<file path="src/eeprom_pkg.sv">
package eeprom_pkg;

    localparam int ADDR_W = 8;
    localparam int DATA_W = 32;

    // Register byte addresses.
    localparam logic [ADDR_W-1:0] CTRL_OFFS = 8'h00;
    localparam logic [ADDR_W-1:0] STATUS_OFFS = 8'h04;
    localparam logic [ADDR_W-1:0] WRSTAT_OFFS = 8'h08;
    localparam logic [ADDR_W-1:0] ARRAY_ADDR_OFFS = 8'h0C;
    localparam logic [ADDR_W-1:0] ARRAY_DATA_OFFS = 8'h10;

    // Control register command bits.
    localparam int CTRL_SET_PERMIT_BIT = 0;
    localparam int CTRL_CLR_PERMIT_BIT = 1;
    localparam int CTRL_FACTORY_BIT = 2;

    // Block-protect field position in the status-write data.
    localparam int WRSTAT_PROTECT_LSB = 2;

    // Delivery state of the non-volatile storage.
    localparam logic [7:0] BLANK_BYTE = 8'hFF;
    localparam logic [1:0] FACTORY_PROTECT = 2'h0;

    // Self-timed write cycle.
    localparam int CLK_PERIOD_NS = 10;
    localparam int WRITE_TIME_US = 5;
    localparam int WRITE_CYCLES = WRITE_TIME_US * 1000 / CLK_PERIOD_NS;

    localparam logic [1:0] RESP_OKAY = 2'h0;
    localparam logic [1:0] RESP_SLVERR = 2'h2;
    localparam logic [1:0] RESP_DECERR = 2'h3;

    typedef enum logic [1:0] {PS_INIT, PS_STANDBY, PS_ACTIVE} powerState_t;

    // The first field is the top bit: standby is bit 6, cycle flag bit 0.
    typedef struct packed {
        logic standby;
        logic holdActive;
        logic selected;
        logic [1:0] protectSize;
        logic writePermitLatch;
        logic writeCycleActive;
    } status_t;

endpackage : eeprom_pkg

</file>
<file path="src/eeprom_powerup_state.sv">
// Register access over AXI4-Lite and the register offsets were decided locally.
`timescale 1ns/10ps
// Operation
// [RULE_01] After power-on reset the device settles in standby, with no instruction or array access running.
// [RULE_02] After power-on the device is deselected and starts nothing until select has been seen high and then falls.
// [RULE_03] After power-on the hold condition is inactive.
// [RULE_04] Power-on reset clears the write permit latch to zero.
// [RULE_05] Power-on reset clears the write cycle active flag to zero.
// [RULE_06] The two block-protect bits are non-volatile and keep their value across power-on reset.
// [RULE_07] In the delivery state every array byte reads as FFh.
// [RULE_08] In the delivery state both block-protect bits are zero.
// [RULE_09] With the write permit latch at zero, array writes and status writes are rejected.
// [RULE_10] The write cycle active flag is one while a write cycle runs and zero otherwise; the status port shows it one cycle late.
// [RULE_11] Power-on reset sets all volatile state before the first select falling edge is honoured.
module eeprom_powerup_state #(
    parameter int ARRAY_DEPTH = 16,
    parameter int WRITE_CYCLES = eeprom_pkg::WRITE_CYCLES
) (
    input wire logic clk,
    input wire logic arst_n,
    input wire logic clkEn,
    input wire logic selectN,
    input wire logic holdN,
    input wire logic [eeprom_pkg::ADDR_W-1:0] s_axi_awaddr,
    input wire logic s_axi_awvalid,
    output logic s_axi_awready,
    input wire logic [eeprom_pkg::DATA_W-1:0] s_axi_wdata,
    input wire logic [3:0] s_axi_wstrb,
    input wire logic s_axi_wvalid,
    output logic s_axi_wready,
    output logic [1:0] s_axi_bresp,
    output logic s_axi_bvalid,
    input wire logic s_axi_bready,
    input wire logic [eeprom_pkg::ADDR_W-1:0] s_axi_araddr,
    input wire logic s_axi_arvalid,
    output logic s_axi_arready,
    output logic [eeprom_pkg::DATA_W-1:0] s_axi_rdata,
    output logic [1:0] s_axi_rresp,
    output logic s_axi_rvalid,
    input wire logic s_axi_rready,
    output eeprom_pkg::status_t status
);
    import eeprom_pkg::*;

    localparam int IDX_W = $clog2(ARRAY_DEPTH);

    // True when the byte lies in the area that the protect bits cover:
    // upper quarter, upper half or the whole array.
    function automatic logic isProtected(input logic [1:0] prot,
                                         input logic [IDX_W-1:0] idx);
        int limit;
        begin
            case (prot)
                2'h1: limit = ARRAY_DEPTH - ARRAY_DEPTH / 4;
                2'h2: limit = ARRAY_DEPTH / 2;
                2'h3: limit = 0;
                default: limit = ARRAY_DEPTH;
            endcase
            isProtected = int'(idx) >= limit;
        end
    endfunction : isProtected

    powerState_t powerState_reg, powerState_next;
    logic selPrev_reg, selPrev_next;
    logic hold_reg, hold_next;
    logic standby_reg, standby_next;
    logic permit_reg, permit_next;
    logic active_reg, active_next;
    logic [31:0] cycleCnt_reg, cycleCnt_next;
    logic kindArray_reg, kindArray_next;
    logic [7:0] pendData_reg, pendData_next;
    logic [IDX_W-1:0] pendIdx_reg, pendIdx_next;
    logic [IDX_W-1:0] arrayIdx_reg, arrayIdx_next;
    logic awready_reg, awready_next;
    logic wready_reg, wready_next;
    logic bvalid_reg, bvalid_next;
    logic [1:0] bresp_reg, bresp_next;
    logic arready_reg, arready_next;
    logic rvalid_reg, rvalid_next;
    logic [1:0] rresp_reg, rresp_next;
    logic [DATA_W-1:0] rdata_reg, rdata_next;
    logic [ADDR_W-1:0] awAddr_reg, awAddr_next;
    logic [DATA_W-1:0] wData_reg, wData_next;
    logic lowLane_reg, lowLane_next;
    // Non-volatile storage: deliberately untouched by power-on reset.
    logic [1:0] protect_reg, protect_next;
    logic [7:0] arrayMem [ARRAY_DEPTH];
    logic [7:0] arrayMem_next [ARRAY_DEPTH];
    logic wrFire, instrOk, wrStart, factoryFire, cycleEnd;
    status_t statusNow;

    always_comb
    begin
        powerState_next = powerState_reg;
        selPrev_next = selectN;
        permit_next = permit_reg;
        active_next = active_reg;
        cycleCnt_next = cycleCnt_reg;
        kindArray_next = kindArray_reg;
        pendData_next = pendData_reg;
        pendIdx_next = pendIdx_reg;
        arrayIdx_next = arrayIdx_reg;
        awready_next = awready_reg;
        wready_next = wready_reg;
        bvalid_next = bvalid_reg;
        bresp_next = bresp_reg;
        arready_next = arready_reg;
        rvalid_next = rvalid_reg;
        rresp_next = rresp_reg;
        rdata_next = rdata_reg;
        awAddr_next = awAddr_reg;
        wData_next = wData_reg;
        lowLane_next = lowLane_reg;
        protect_next = protect_reg;
        arrayMem_next = arrayMem;
        wrStart = 1'b0;
        factoryFire = 1'b0;
        cycleEnd = 1'b0;
        case (powerState_reg)
            PS_INIT: powerState_next = PS_STANDBY; // [RULE_01] [RULE_11]
            PS_STANDBY:
                if (selPrev_reg && !selectN)
                    powerState_next = PS_ACTIVE; // [RULE_02]
            PS_ACTIVE:
                if (selectN)
                    powerState_next = PS_STANDBY;
            default: powerState_next = PS_INIT;
        endcase
        // Hold only means anything while selected, never straight from reset.
        hold_next = (powerState_next == PS_ACTIVE) && !holdN; // [RULE_03]
        instrOk = (powerState_reg == PS_ACTIVE) && !hold_reg;
        if (active_reg)
        begin
            if (cycleCnt_reg <= 32'h1)
            begin
                cycleEnd = 1'b1;
                active_next = 1'b0; // [RULE_10]
                permit_next = 1'b0;
                if (kindArray_reg)
                    arrayMem_next[pendIdx_reg] = pendData_reg;
                else
                    protect_next = pendData_reg[WRSTAT_PROTECT_LSB +: 2];
            end
            cycleCnt_next = cycleCnt_reg - 32'h1;
        end
        if (s_axi_awvalid && awready_reg)
        begin
            awAddr_next = s_axi_awaddr;
            awready_next = 1'b0;
        end
        if (s_axi_wvalid && wready_reg)
        begin
            wData_next = s_axi_wdata;
            lowLane_next = s_axi_wstrb[0];
            wready_next = 1'b0;
        end
        wrFire = !awready_reg && !wready_reg && !bvalid_reg;
        if (wrFire)
        begin
            bvalid_next = 1'b1;
            bresp_next = RESP_OKAY;
            case (awAddr_reg)
                CTRL_OFFS:
                    if (lowLane_reg)
                    begin
                        if (!instrOk || active_reg)
                            bresp_next = RESP_SLVERR;
                        else if (wData_reg[CTRL_FACTORY_BIT])
                        begin
                            factoryFire = 1'b1;
                            protect_next = FACTORY_PROTECT; // [RULE_08]
                            for (int i = 0; i < ARRAY_DEPTH; i++)
                                arrayMem_next[i] = BLANK_BYTE; // [RULE_07]
                        end
                        else if (wData_reg[CTRL_CLR_PERMIT_BIT])
                            permit_next = 1'b0;
                        else if (wData_reg[CTRL_SET_PERMIT_BIT])
                            permit_next = 1'b1;
                    end
                WRSTAT_OFFS, ARRAY_DATA_OFFS:
                    if (lowLane_reg)
                    begin
                        // Latch clear or a running cycle refuses the write.
                        if (!instrOk || !permit_reg || active_reg) // [RULE_09]
                            bresp_next = RESP_SLVERR;
                        else if (awAddr_reg == ARRAY_DATA_OFFS
                                 && isProtected(protect_reg, arrayIdx_reg))
                            bresp_next = RESP_SLVERR;
                        else
                        begin
                            wrStart = 1'b1;
                            active_next = 1'b1; // [RULE_10]
                            cycleCnt_next = 32'(WRITE_CYCLES);
                            kindArray_next = awAddr_reg == ARRAY_DATA_OFFS;
                            pendData_next = wData_reg[7:0];
                            pendIdx_next = arrayIdx_reg;
                        end
                    end
                ARRAY_ADDR_OFFS:
                    if (lowLane_reg)
                        arrayIdx_next = wData_reg[IDX_W-1:0];
                STATUS_OFFS: ;
                default: bresp_next = RESP_DECERR;
            endcase
        end
        if (bvalid_reg && s_axi_bready)
        begin
            bvalid_next = 1'b0;
            awready_next = 1'b1;
            wready_next = 1'b1;
        end
        if (s_axi_arvalid && arready_reg)
        begin
            arready_next = 1'b0;
            rvalid_next = 1'b1;
            rresp_next = RESP_OKAY;
            rdata_next = '0;
            case (s_axi_araddr)
                CTRL_OFFS, WRSTAT_OFFS: ;
                STATUS_OFFS: rdata_next = DATA_W'(statusNow);
                ARRAY_ADDR_OFFS: rdata_next = DATA_W'(arrayIdx_reg);
                ARRAY_DATA_OFFS:
                    // The array cannot be read during a write cycle.
                    if (active_reg)
                        rresp_next = RESP_SLVERR;
                    else
                        rdata_next = DATA_W'(arrayMem[arrayIdx_reg]);
                default: rresp_next = RESP_DECERR;
            endcase
        end
        if (rvalid_reg && s_axi_rready)
        begin
            rvalid_next = 1'b0;
            arready_next = 1'b1;
        end
        standby_next = (powerState_next != PS_ACTIVE) && !active_next;
    end

    always_comb
    begin
        statusNow.standby = standby_reg;
        statusNow.holdActive = hold_reg;
        statusNow.selected = powerState_reg == PS_ACTIVE;
        statusNow.protectSize = protect_reg;
        statusNow.writePermitLatch = permit_reg;
        statusNow.writeCycleActive = active_reg;
    end

    always_ff @(posedge clk or negedge arst_n)
    begin
        if (!arst_n)
        begin
            powerState_reg <= PS_INIT; // [RULE_11]
            selPrev_reg <= 1'b0; // [RULE_02]
            hold_reg <= 1'b0; // [RULE_03]
            standby_reg <= 1'b1; // [RULE_01]
            permit_reg <= 1'b0; // [RULE_04]
            active_reg <= 1'b0; // [RULE_05]
            cycleCnt_reg <= 32'h0;
            kindArray_reg <= 1'b0;
            pendData_reg <= 8'h00;
            pendIdx_reg <= '0;
            arrayIdx_reg <= '0;
            awready_reg <= 1'b1;
            wready_reg <= 1'b1;
            bvalid_reg <= 1'b0;
            bresp_reg <= RESP_OKAY;
            arready_reg <= 1'b1;
            rvalid_reg <= 1'b0;
            rresp_reg <= RESP_OKAY;
            rdata_reg <= '0;
            awAddr_reg <= '0;
            wData_reg <= '0;
            lowLane_reg <= 1'b0;
            status <= '0;
        end
        else if (clkEn)
        begin
            powerState_reg <= powerState_next;
            selPrev_reg <= selPrev_next;
            hold_reg <= hold_next;
            standby_reg <= standby_next;
            permit_reg <= permit_next;
            active_reg <= active_next;
            cycleCnt_reg <= cycleCnt_next;
            kindArray_reg <= kindArray_next;
            pendData_reg <= pendData_next;
            pendIdx_reg <= pendIdx_next;
            arrayIdx_reg <= arrayIdx_next;
            awready_reg <= awready_next;
            wready_reg <= wready_next;
            bvalid_reg <= bvalid_next;
            bresp_reg <= bresp_next;
            arready_reg <= arready_next;
            rvalid_reg <= rvalid_next;
            rresp_reg <= rresp_next;
            rdata_reg <= rdata_next;
            awAddr_reg <= awAddr_next;
            wData_reg <= wData_next;
            lowLane_reg <= lowLane_next;
            status <= statusNow;
        end
    end

    // No reset here: these bits model non-volatile cells.
    always_ff @(posedge clk)
    begin
        if (clkEn)
        begin
            protect_reg <= protect_next; // [RULE_06]
            arrayMem <= arrayMem_next;
        end
    end

    assign s_axi_awready = awready_reg;
    assign s_axi_wready = wready_reg;
    assign s_axi_bvalid = bvalid_reg;
    assign s_axi_bresp = bresp_reg;
    assign s_axi_arready = arready_reg;
    assign s_axi_rvalid = rvalid_reg;
    assign s_axi_rresp = rresp_reg;
    assign s_axi_rdata = rdata_reg;

    a_init_to_standby: assert property ( // [RULE_01] [RULE_11]
        @(posedge clk) disable iff (!arst_n)
        (powerState_reg == PS_INIT && clkEn) |=>
            (powerState_reg == PS_STANDBY && standby_reg))
        else $error("Init did not settle in standby.");
    a_select_edge_needed: assert property ( // [RULE_02]
        @(posedge clk) disable iff (!arst_n)
        (powerState_reg != PS_ACTIVE && !(selPrev_reg && !selectN))
            |=> powerState_reg != PS_ACTIVE)
        else $error("Selected without a select falling edge.");
    a_hold_needs_select: assert property ( // [RULE_03]
        @(posedge clk) disable iff (!arst_n)
        hold_reg |-> powerState_reg == PS_ACTIVE)
        else $error("Hold active while deselected.");
    a_init_permit_clear: assert property ( // [RULE_04]
        @(posedge clk) disable iff (!arst_n)
        powerState_reg == PS_INIT |-> !permit_reg && !status.writePermitLatch)
        else $error("Write permit latch set after reset.");
    a_init_active_clear: assert property ( // [RULE_05]
        @(posedge clk) disable iff (!arst_n)
        powerState_reg == PS_INIT |-> !active_reg && cycleCnt_reg == 32'h0)
        else $error("Write cycle flag set after reset.");
    a_protect_kept: assert property ( // [RULE_06]
        @(posedge clk) disable iff (!arst_n)
        (clkEn && !cycleEnd && !factoryFire) |=> $stable(protect_reg))
        else $error("Protect bits changed outside a write.");
    a_factory_blank: assert property ( // [RULE_07] [RULE_08]
        @(posedge clk) disable iff (!arst_n)
        (factoryFire && clkEn) |=>
            (arrayMem[0] == BLANK_BYTE && protect_reg == FACTORY_PROTECT))
        else $error("Delivery state not restored.");
    a_write_rejected: assert property ( // [RULE_09]
        @(posedge clk) disable iff (!arst_n)
        wrStart |-> permit_reg && !active_reg && instrOk)
        else $error("Write started without permission.");
    a_write_refused: assert property ( // [RULE_09]
        @(posedge clk) disable iff (!arst_n)
        (wrFire && clkEn && lowLane_reg && !permit_reg
            && (awAddr_reg == WRSTAT_OFFS || awAddr_reg == ARRAY_DATA_OFFS))
            |=> bresp_reg == RESP_SLVERR && !active_reg)
        else $error("Write accepted with the permit latch clear.");
    a_cycle_active: assert property ( // [RULE_10]
        @(posedge clk) disable iff (!arst_n)
        (wrStart && clkEn) |=> active_reg ##0 status.writeCycleActive == 1'b0
            ##1 (status.writeCycleActive || !$past(clkEn)))
        else $error("Write cycle flag not raised.");
    a_cycle_end_clears: assert property ( // [RULE_10]
        @(posedge clk) disable iff (!arst_n)
        $fell(active_reg) |-> !permit_reg && cycleCnt_reg == 32'h0)
        else $error("Write cycle ended badly.");

endmodule : eeprom_powerup_state

</file>
<file path="config.mk">
export PLATFORM = sky130hd
export DESIGN_NAME = eeprom_powerup_state
export DESIGN_NICKNAME = d
export VERILOG_FILES = /design/src/eeprom_pkg.sv /design/src/eeprom_powerup_state.sv
export SDC_FILE = /design/constraint.sdc
export NUM_CORES = 1
export LEC_CHECK = 0
export BUFFER_PORTS_ARGS = -buffer_cell sky130_fd_sc_hd__buf_2
export CAP_MARGIN = 15
export CORE_ASPECT_RATIO = 1.5
export CORE_MARGIN = 8
export CORE_UTILIZATION = 30
export DETAILED_ROUTE_END_ITERATION = 8
export GPL_ROUTABILITY_DRIVEN = 0
export SYNTH_ARGS = -nofsm -noshare
export SYNTH_HDL_FRONTEND = slang
export SYNTH_SLANG_ARGS = --single-unit
</file>
<file path="constraint.sdc">
create_clock -name clk -period 3.7 [get_ports clk]
set_input_delay 0.74 -clock clk [delete_from_list [all_inputs] [get_ports clk]]
set_output_delay 0.74 -clock clk [all_outputs]
set_load 0.005 [all_outputs]
</file>
==> flow_summary.json, run 1 <==
{
  "status": "completed",
  "hpwl_um": 21720,
  "ys_seq_area_share_pct": 53.38,
  "peakVddDrop_v": 0.0004020,
  "area.growth.synth_to_final_pct": 12.54,
  "clkLatencyLatePin_ns": 0.52,
  "numCtsBuffers": 22,
  "grt_pass1_wl_um": 51840,
  "synthXorXnorAreaFrac_pct": 2.287,
  "finalCritPeriodShare_pct": 79.05,
  "synth_fa_ha_area_share_pct": 0.6324,
  "chipWidth_um": 178.4,
  "dieHeight_um": 259.6,
  "p_leak_nw": 4.872,
  "fill_cells": 3858,
  "power_w": 0.007072,
  "setup_violations": 0,
  "first_pass_iters": 7,
  "cts.hold.buffers_added": 0,
  "rows": 89,
  "synth_edf_count": 130,
  "port_buffers": 58,
  "layout_common_cells": "147 x o21ai_0, 130 x edfxtp_1, 96 x o211ai_1",
  "cap_violations": 0,
  "synthArstFlopShare_pct": 42.73,
  "startpoint_type": "flop",
  "slew_viol_final": 0,
  "antennaDiodeCount": 0,
  "synth_top_family_by_area": "compound AO/OA/AOI/OAI gates",
  "end_kind": "flop",
  "drive_gt1_share_pct": 20.55,
  "yosysWarnings": 0,
  "synthMuxAreaShare_pct": 10.99,
  "cpMaxStageDelayCell": "edfxtp_1",
  "hold_viol_final": 0,
  "crit_fanout": 23,
  "max_freq_mhz": 341.9,
  "crit_family": "compound AO/OA/AOI/OAI gates",
  "wl_per_cell_um": 20.96,
  "tns_ns": 0,
  "start_util_pct": 30.28,
  "drc": 0,
  "root_buffer": "clkbuf_16",
  "synth_ff_type": "edfxtp_1",
  "fin_nets": 1142,
  "cp_data_arrival_time_ns": 3.32,
  "max-clock-path-buffers": 3,
  "grt_pass1_vias": 8926,
  "cts_resized": 0,
  "crit_path_cell_trace": "inv_1, ha_1, inv_1, ha_1, nor2b_1, a311oi_1, o311ai_2, nor2_2, buf_4, mux2_2",
  "post_cts_buffers": 0,
  "worst-setup-path-type": "reg -> reg",
  "routed_wl_um": 33330,
  "synth_compound_area_share_pct": 15.03,
  "dieArea_um2": 46320,
  "largest_register_ffs": 128,
  "core_area_um2": 39200,
  "finClkSkew_ns": 0.01371,
  "cts_tree": "built",
  "io_pins": 110,
  "grt_max_degree": 146,
  "vias": 8812,
  "synthSimpleGateAreaFrac_pct": 12.56,
  "slew_headroom_pct": 38.81,
  "antenna_found_initial": 0,
  "cpPeakStageDelay_ns": 0.41,
  "drtIter0Drc": 840,
  "fin_crit_ns": 2.925,
  "synthesis.instances": 1047,
  "syn-cell-area_um2": 11870,
  "postRouteAntennaNets": 0,
  "htree_levels": 1,
  "track_usage_pct": 14.15,
  "worst_slew_pin_slew_ns": 0.9145,
  "holdCritPathClass": "in -> async",
  "via_per_inst": 5.542,
  "cp.buffers_inverters": 3,
  "grt-ovfl-total": 0,
  "clk_pin_slew_ns": 0.06,
  "cts.sinks": 227,
  "syn_avg_cell_area_um2": 11.34,
  "rsz0062_at_grt": "no",
  "synth-seq-cells": 227,
  "p_per_area_nw_per_um2": 529.4,
  "final_common_cell": "o21ai_0",
  "required_ns": 4.09,
  "synth_cell_types": 60
}
## Yosys cell counts, types with 2 or more instances
master	n	area, um2
a211oi_1	2	15.01
a21oi_1	7	35.03
a221o_1	3	30.03
a22oi_1	4	30.03
a31oi_1	4	25.02
a32o_1	4	40.04
and2_1	2	12.51
and3_1	3	18.77
and4b_1	3	30.03
and4bb_2	2	25.02
buf_2	11	55.05
buf_4	30	225.2
clkbuf_1	71	266.5
clkinv_1	2	7.510
dfrtp_1	93	2327
dfstp_2	4	105.1
edfxtp_1	130	3904
ha_1	6	75.07
inv_1	12	45.04
mux2_2	39	439.2
mux2i_1	10	100.1
mux4_2	34	765.7
nand2_1	73	274.0
nand2b_1	7	43.79
nand3_1	42	210.2
nand4_1	40	250.2
nor2_1	52	195.2
nor2b_1	10	62.56
nor3_1	12	60.06
nor3b_1	2	15.01
nor4_1	14	87.58
o211ai_1	96	720.7
o21a_1	2	15.01
o21ai_0	147	735.7
o22ai_1	6	37.54
o31ai_1	2	15.01
or2_1	2	12.51
or2_2	5	31.28
or3_1	3	18.77
or4_1	6	45.04
or4_4	2	22.52
xnor2_1	26	227.7
xor2_1	5	43.79
## worst paths after layout
path / slack, ns / to / depth (start not counted) / start
min in group clk: 0.39 / hold_reg / 2 / holdN
max reg2reg: 0.78 / pendData_reg[4] / 10 / protect_reg[0]
min reg2reg: 0.51 / pendData_reg[6] / 1 / wData_reg[6]
max: 0.78 / pendData_reg[4] / 10 / protect_reg[0]
min: 0.23 / cycleCnt_reg[22] / 1 / arst_n
max in group asynchronous: 2.71 / s_axi_arready / 2 / arst_n
## area by class of cell
type                       instances  area, um2  area share, %
sequential                       227       6337          47.44
multi-input combinational        716       5037          37.71
clock buffer                      32      669.4          5.011
tap                              500      625.6          4.683
timing repair buffer              92      591.8          4.430
inverter                          15      56.30         0.4215
clock inverter                     8      41.29         0.3091
## power breakdown
part           switching (W)  internal, W  leakage [nW]
Sequential          0.000345      0.00308          2.50
Clock               0.000979      0.00126         0.362
Combinational       0.000793     0.000621          2.01
## layer usage
layer,up-vias,routed length [um],GRT usage (%)
met1,4451,12690,16.19
met4,0,1561,7.092
met2,287,17430,25.58
li1,4006,-,-
met5,-,0,0
met3,68,1649,1.481
## cell families (layout without fill, tap and decap cells)
kind of cell,count (synthesis),in the layout
AOI/OAI and AO/OA,286,286
and+or+nand+nor,286,286
DFF,227,227
buffers and inverters,127,147
muxes,83,83
xor gates and xnor gates,31,31
adders and majority gates,6,6
other,1,24
## per-stage QoR
stage	worst slack (ns)	hold WS, ns	util (%)	area, um2	cells
3_5_place_dp	0.7221	0.4955	32.27	12650	1550
6_report	0.7751	0.2269	34.08	13360	1590
2_1_floorplan	0.9265	0.4444	-	11960	1070
5_1_grt	0.5561	0.2561	34.08	13360	1590
3_3_place_gp	0.8028	0.4856	32.27	12650	1550
4_1_cts	0.7041	0.2312	34.08	13360	1590
Power figures use the tool's default switching activity.
==> run 2: changes to the inputs <==
clock period = 3.1 ns   (was 3.7 ns; I/O delays follow)
==> run 2 against run 1 <==
Compared with the run above: sequential power grew 20%; maximum frequency is 9.3% higher; power rose by 21%; register-to-register slack lost 0.35 ns; non-clock buffer count up 6; clock-buffer cell count grew 4; clock power rose by 21%; clock skew hardly changed; critical endpoint is now pendIdx_reg[3]; highest routed layer unchanged.
==> flow_summary.json, run 2 (same netlist as run 1, synthesis figures left out) <==
{
  "drc": 0,
  "startpoint": "protect_reg[0]",
  "grt-ovfl-total": 0,
  "setup_violations": 0,
  "post_cts_buffers": 0,
  "p_sw_share_pct": 29.82,
  "clk_pin_slew_ns": 0.07,
  "p_leak_nw": 4.892,
  "clkPwrFrac_pct": 31.7,
  "slew_headroom_pct": 45.61,
  "tns_ns": 0,
  "cp.buffers_inverters": 3,
  "final_common_cell": "o21ai_0",
  "htree_levels": 1,
  "grt_pass1_wl_um": 52070,
  "end_kind": "flop",
  "largest_register_ffs": 128,
  "crit_fanout": 18,
  "pre_cts_slack_ns": 0.4264,
  "reg2reg_to": "pendIdx_reg[3]",
  "worst_slew_pin_slew_ns": 0.8158,
  "required_ns": 3.50,
  "rows": 89,
  "cpPeakStageDelay_ns": 0.40,
  "max-clock-path-buffers": 3,
  "cts.hold.buffers_added": 0,
  "cts_resized": 0,
  "grt_pass1_vias": 9022,
  "p_comb_share_pct": 20.5,
  "drtIter0Drc": 895,
  "cap_violations": 0,
  "dieArea_um2": 46320,
  "reg2regPathDepth": 10,
  "core_area_um2": 39200,
  "postLayoutCoreUtil_pct": 34.21,
  "max_freq_mhz": 373.7,
  "drive_gt1_share_pct": 20.62,
  "startpoint_type": "flop",
  "reg2reg_from": "protect_reg[0]",
  "holdCritPathClass": "in -> async",
  "layout_common_cells": "147 x o21ai_0, 130 x edfxtp_1, 96 x o211ai_1",
  "first_pass_iters": 5,
  "slew_viol_final": 0,
  "io_pins": 110,
  "worst-setup-path-type": "reg -> reg",
  "grt_max_degree": 146,
  "numCtsBuffers": 22,
  "dieHeight_um": 259.6,
  "hpwl_um": 21250,
  "chipWidth_um": 178.4,
  "root_buffer": "clkbuf_16",
  "cts_tree": "built",
  "via_per_inst": 5.574,
  "fin_crit_ns": 2.676,
  "fill_cells": 3888,
  "postRouteAntennaNets": 0,
  "p_int_w": 0.006013,
  "status": "completed",
  "crit_path_cell_trace": "inv_1, ha_1, inv_1, ha_1, nor2b_1, a311oi_1, o311ai_2, nor2_2, buf_4, mux2_2",
  "finClkSkew_ns": 0.01345,
  "cp_data_arrival_time_ns": 3.08,
  "seq_area_um2": 6337,
  "p_per_area_nw_per_um2": 638.9,
  "worst-r2r-setup-slack_ns": 0.42,
  "start_util_pct": 30.28,
  "wl_per_cell_um": 20.90,
  "setup_ws_ns": 0.4241,
  "rsz0062_at_grt": "no",
  "power.net_switching_w": 0.002555,
  "track_usage_pct": 14.24,
  "hold_slack_ns": 0.1324,
  "multi_input_area_um2": 5037,
  "peakVddDrop_v": 0.0005052,
  "crit_family": "adder cells",
  "clkLatencyLatePin_ns": 0.53,
  "cpMaxStageDelayCell": "edfxtp_1",
  "routed_wl_um": 33350,
  "fin_nets": 1148,
  "finalCritPeriodShare_pct": 86.32,
  "hold_viol_final": 0,
  "area.growth.synth_to_final_pct": 12.98,
  "port_buffers": 58,
  "antenna_found_initial": 0,
  "antennaDiodeCount": 0,
  "cts.sinks": 227,
  "vias": 8896,
  "pwr-share-seq_pct": 47.8
}
==> run 2: power groups by stage <==
stage          Sequential, W  Combinational (W)  Clock, W
5_1_grt              0.00416            0.00195   0.00286
2_1_floorplan        0.00401            0.00126         0
6_report             0.00410            0.00176   0.00271
3_3_place_gp         0.00413            0.00173         0
3_5_place_dp         0.00416            0.00176         0
4_1_cts              0.00410            0.00177   0.00276
==> run 2: metrics by stage <==
stage | total power, W | cells | cell area (um2)
after floorplan | 0.005275 | 1070 | 11960
after global placement | 0.005863 | 1556 | 12690
after detailed placement | 0.005919 | 1556 | 12690
after CTS | 0.008638 | 1596 | 13410
after global routing | 0.008969 | 1596 | 13410
final | 0.008568 | 1596 | 13410
==> run 2: how the worst max path moves through the flow <==
stage	to	slack (ns)	cells after the start
after floorplan	pendData_reg[0]	0.33	9
after global placement	pendData_reg[6]	0.42	10
after detailed placement	pendIdx_reg[3]	0.43	10
after CTS	pendIdx_reg[3]	0.40	10
after global routing	pendIdx_reg[3]	0.12	10
final	pendIdx_reg[3]	0.42	10
==> run 2: final cells by class <==
class,instances,share of cell area (%)
clock buffers,36,5.188
clock inverters,4,0.1586
inverters,15,0.4199
multi-input cells,716,37.56
flip-flops and latches,227,47.26
well taps,500,4.665
repair buffers,98,4.749
==> run 2: metal layers <==
layer / GRT usage [%] / wire, um / vias to the layer above
met4: 6.977 / 1412 / 0
met3: 1.495 / 2302 / 67
li1: - / - / 4029
met2: 25.99 / 17720 / 345
met5: 0 / 0 / -
met1: 16.16 / 11920 / 4455
==> run 2: worst reg2reg max path: stages, from the launching register on <==
cell and delay (ns):
edfxtp_1 0.40, inv_1 0.10, ha_1 0.29, inv_1 0.04
ha_1 0.28, nor2b_1 0.13, a311oi_1 0.36, o311ai_2 0.16
nor2_2 0.13, buf_4 0.28, mux2_2 0.38
==> run 3: changes to the inputs <==
RECOVER_POWER = 100   (was not set)
==> run 3 against run 2 <==
Compared with the run above: clock-buffer cell count unchanged; critical path depth decreased by 4; highest routed layer unchanged; critical endpoint is now arrayMem[78]; routed wire length grew 0.38%; via count up 0.27%; clock skew grew 0.0015 ns; largest cell class unchanged; final area is 0.63% lower; sequential share of layout area is 0.30 points higher; die area stayed put; flip-flop and latch count stayed put.
==> flow_summary.json, run 3 (same netlist as run 1, synthesis figures left out) <==
{
  "postRouteAntennaNets": 0,
  "pwr-share-seq_pct": 47.9,
  "start_util_pct": 30.28,
  "wl_met3_um": 2133,
  "rows": 89,
  "vias": 8920,
  "grt_max_degree": 146,
  "drtIter0Drc": 898,
  "htree_levels": 1,
  "hpwl_um": 21250,
  "fin_crit_ns": 2.879,
  "final_common_cell": "o21ai_0",
  "grt-ovfl-total": 0,
  "antenna_found_initial": 0,
  "max-clock-path-buffers": 3,
  "holdCritPathClass": "in -> reg",
  "startpoint": "cycleCnt_reg[4]",
  "cap_violations": 0,
  "postLayoutCoreUtil_pct": 34.00,
  "grt_pass1_wl_um": 52070,
  "first_pass_iters": 5,
  "wl_met1_um": 12220,
  "dr.max_layer_used": "met4",
  "chipWidth_um": 178.4,
  "core_area_um2": 39200,
  "io_pins": 110,
  "p_int_w": 0.005989,
  "required_ns": 3.31,
  "p_leak_nw": 4.794,
  "drive_gt1_share_pct": 17.52,
  "track_usage_pct": 14.24,
  "p_comb_share_pct": 20.3,
  "worst-setup-path-type": "reg -> reg",
  "status": "completed",
  "cpMaxStageDelayCell": "or4_1",
  "numCtsBuffers": 22,
  "max_freq_mhz": 347.3,
  "antennaDiodeCount": 0,
  "crit_fanout": 32,
  "fin_nets": 1148,
  "cts_resized": 0,
  "hp-start": "holdN",
  "cts_tree": "built",
  "end_kind": "flop",
  "p_sw_share_pct": 29.90,
  "finClkSkew_ns": 0.01494,
  "slew_viol_final": 0,
  "cp.buffers_inverters": 1,
  "grt_pass1_vias": 9022,
  "post_cts_buffers": 0,
  "cpPeakStageDelay_ns": 0.63,
  "cts.sinks": 227,
  "rsz0062_at_grt": "no",
  "worst_slew_pin_slew_ns": 1.444,
  "crit_path_cell_trace": "or4_1, nor4_1, nand4_1, clkbuf_4, o21ai_0, o211ai_1",
  "wl_per_cell_um": 20.98,
  "port_buffers": 58,
  "peakVddDrop_v": 0.0004965,
  "cp_data_arrival_time_ns": 3.08,
  "via_per_inst": 5.589,
  "dieHeight_um": 259.6,
  "startpoint_type": "flop",
  "setup_violations": 0,
  "crit_family": "simple AND/OR/NAND/NOR gates",
  "clkLatencyLatePin_ns": 0.53,
  "reg2reg_from": "cycleCnt_reg[4]",
  "hold_slack_ns": 0.2684,
  "clkPwrFrac_pct": 31.9,
  "power.net_switching_w": 0.002554,
  "slew_headroom_pct": 3.722,
  "dr_wl_met2_um": 17800,
  "dieArea_um2": 46320,
  "hold_viol_final": 0,
  "root_buffer": "clkbuf_16",
  "largest_register_ffs": 128,
  "finalCritPeriodShare_pct": 92.88,
  "layout_common_cells": "147 x o21ai_0, 130 x edfxtp_1, 96 x o211ai_1",
  "tns_ns": 0,
  "area.growth.synth_to_final_pct": 12.26,
  "fill_cells": 3914,
  "drc": 0,
  "routed_wl_um": 33480,
  "p_per_area_nw_per_um2": 641.1,
  "cts.hold.buffers_added": 0,
  "clk_pin_slew_ns": 0.07
}
[run 3: cell types whose count changed in the layout (fill, tap and decap cells not counted), sizes merged]
cell	delta
clkbuf	+30
buf	-30
[run 3: cell type report]
cell class,instances,area (um2),area share [%]
Clock buffer,36,695.7,5.221
Clock inverter,4,21.27,0.1596
Inverter,15,56.30,0.4225
Multi-Input combinational cell,716,5025,37.71
Sequential cell,227,6337,47.56
Tap cell,500,625.6,4.695
Timing Repair Buffer,98,564.3,4.235
[run 3: worst paths after layout]
check	to	slack [ns]	cells after the start
setup / recovery	arrayMem[78]	0.22	6
hold / removal	hold_reg	0.27	2
setup reg to reg	arrayMem[78]	0.22	6
hold reg to reg	s_axi_bresp[0]	0.51	1
max in group asynchronous	arrayIdx_reg[0]	1.11	2
min in group asynchronous	cycleCnt_reg[20]	0.41	1
[run 3: metal layers]
metal	vias to the layer above	global-route usage [%]
met4	0	6.977
met5	-	0
met3	63	1.495
li1	4030	-
met1	4467	16.16
met2	360	25.99
[run 3: worst reg2reg max path: stages, from the launching register on]
cell      delay (ns)
dfrtp_1         0.41
or4_1           0.63
nor4_1          0.63
nand4_1         0.16
clkbuf_4        0.34
o21ai_0         0.27
o211ai_1        0.12
[run 3: power by group through the flow]
stage	sequential, W	clock [W]	combinational [W]
finish	0.00409	0.00272	0.00173
global route	0.00416	0.00286	0.00192
CTS	0.00410	0.00276	0.00177
detailed placement	0.00416	0	0.00176
global placement	0.00413	0	0.00173
floorplan	0.00401	0	0.00126
[run 3: per-stage QoR]
stage	total power (W)	cell area, um2	cells	worst slack [ns]
finish	0.008543	13330	1596	0.2209
CTS	0.008638	13410	1596	0.4040
detailed placement	0.005919	12690	1556	0.4264
global placement	0.005863	12690	1556	0.4193
global route	0.008936	13330	1596	0.08342
floorplan	0.005275	11960	1070	0.3265
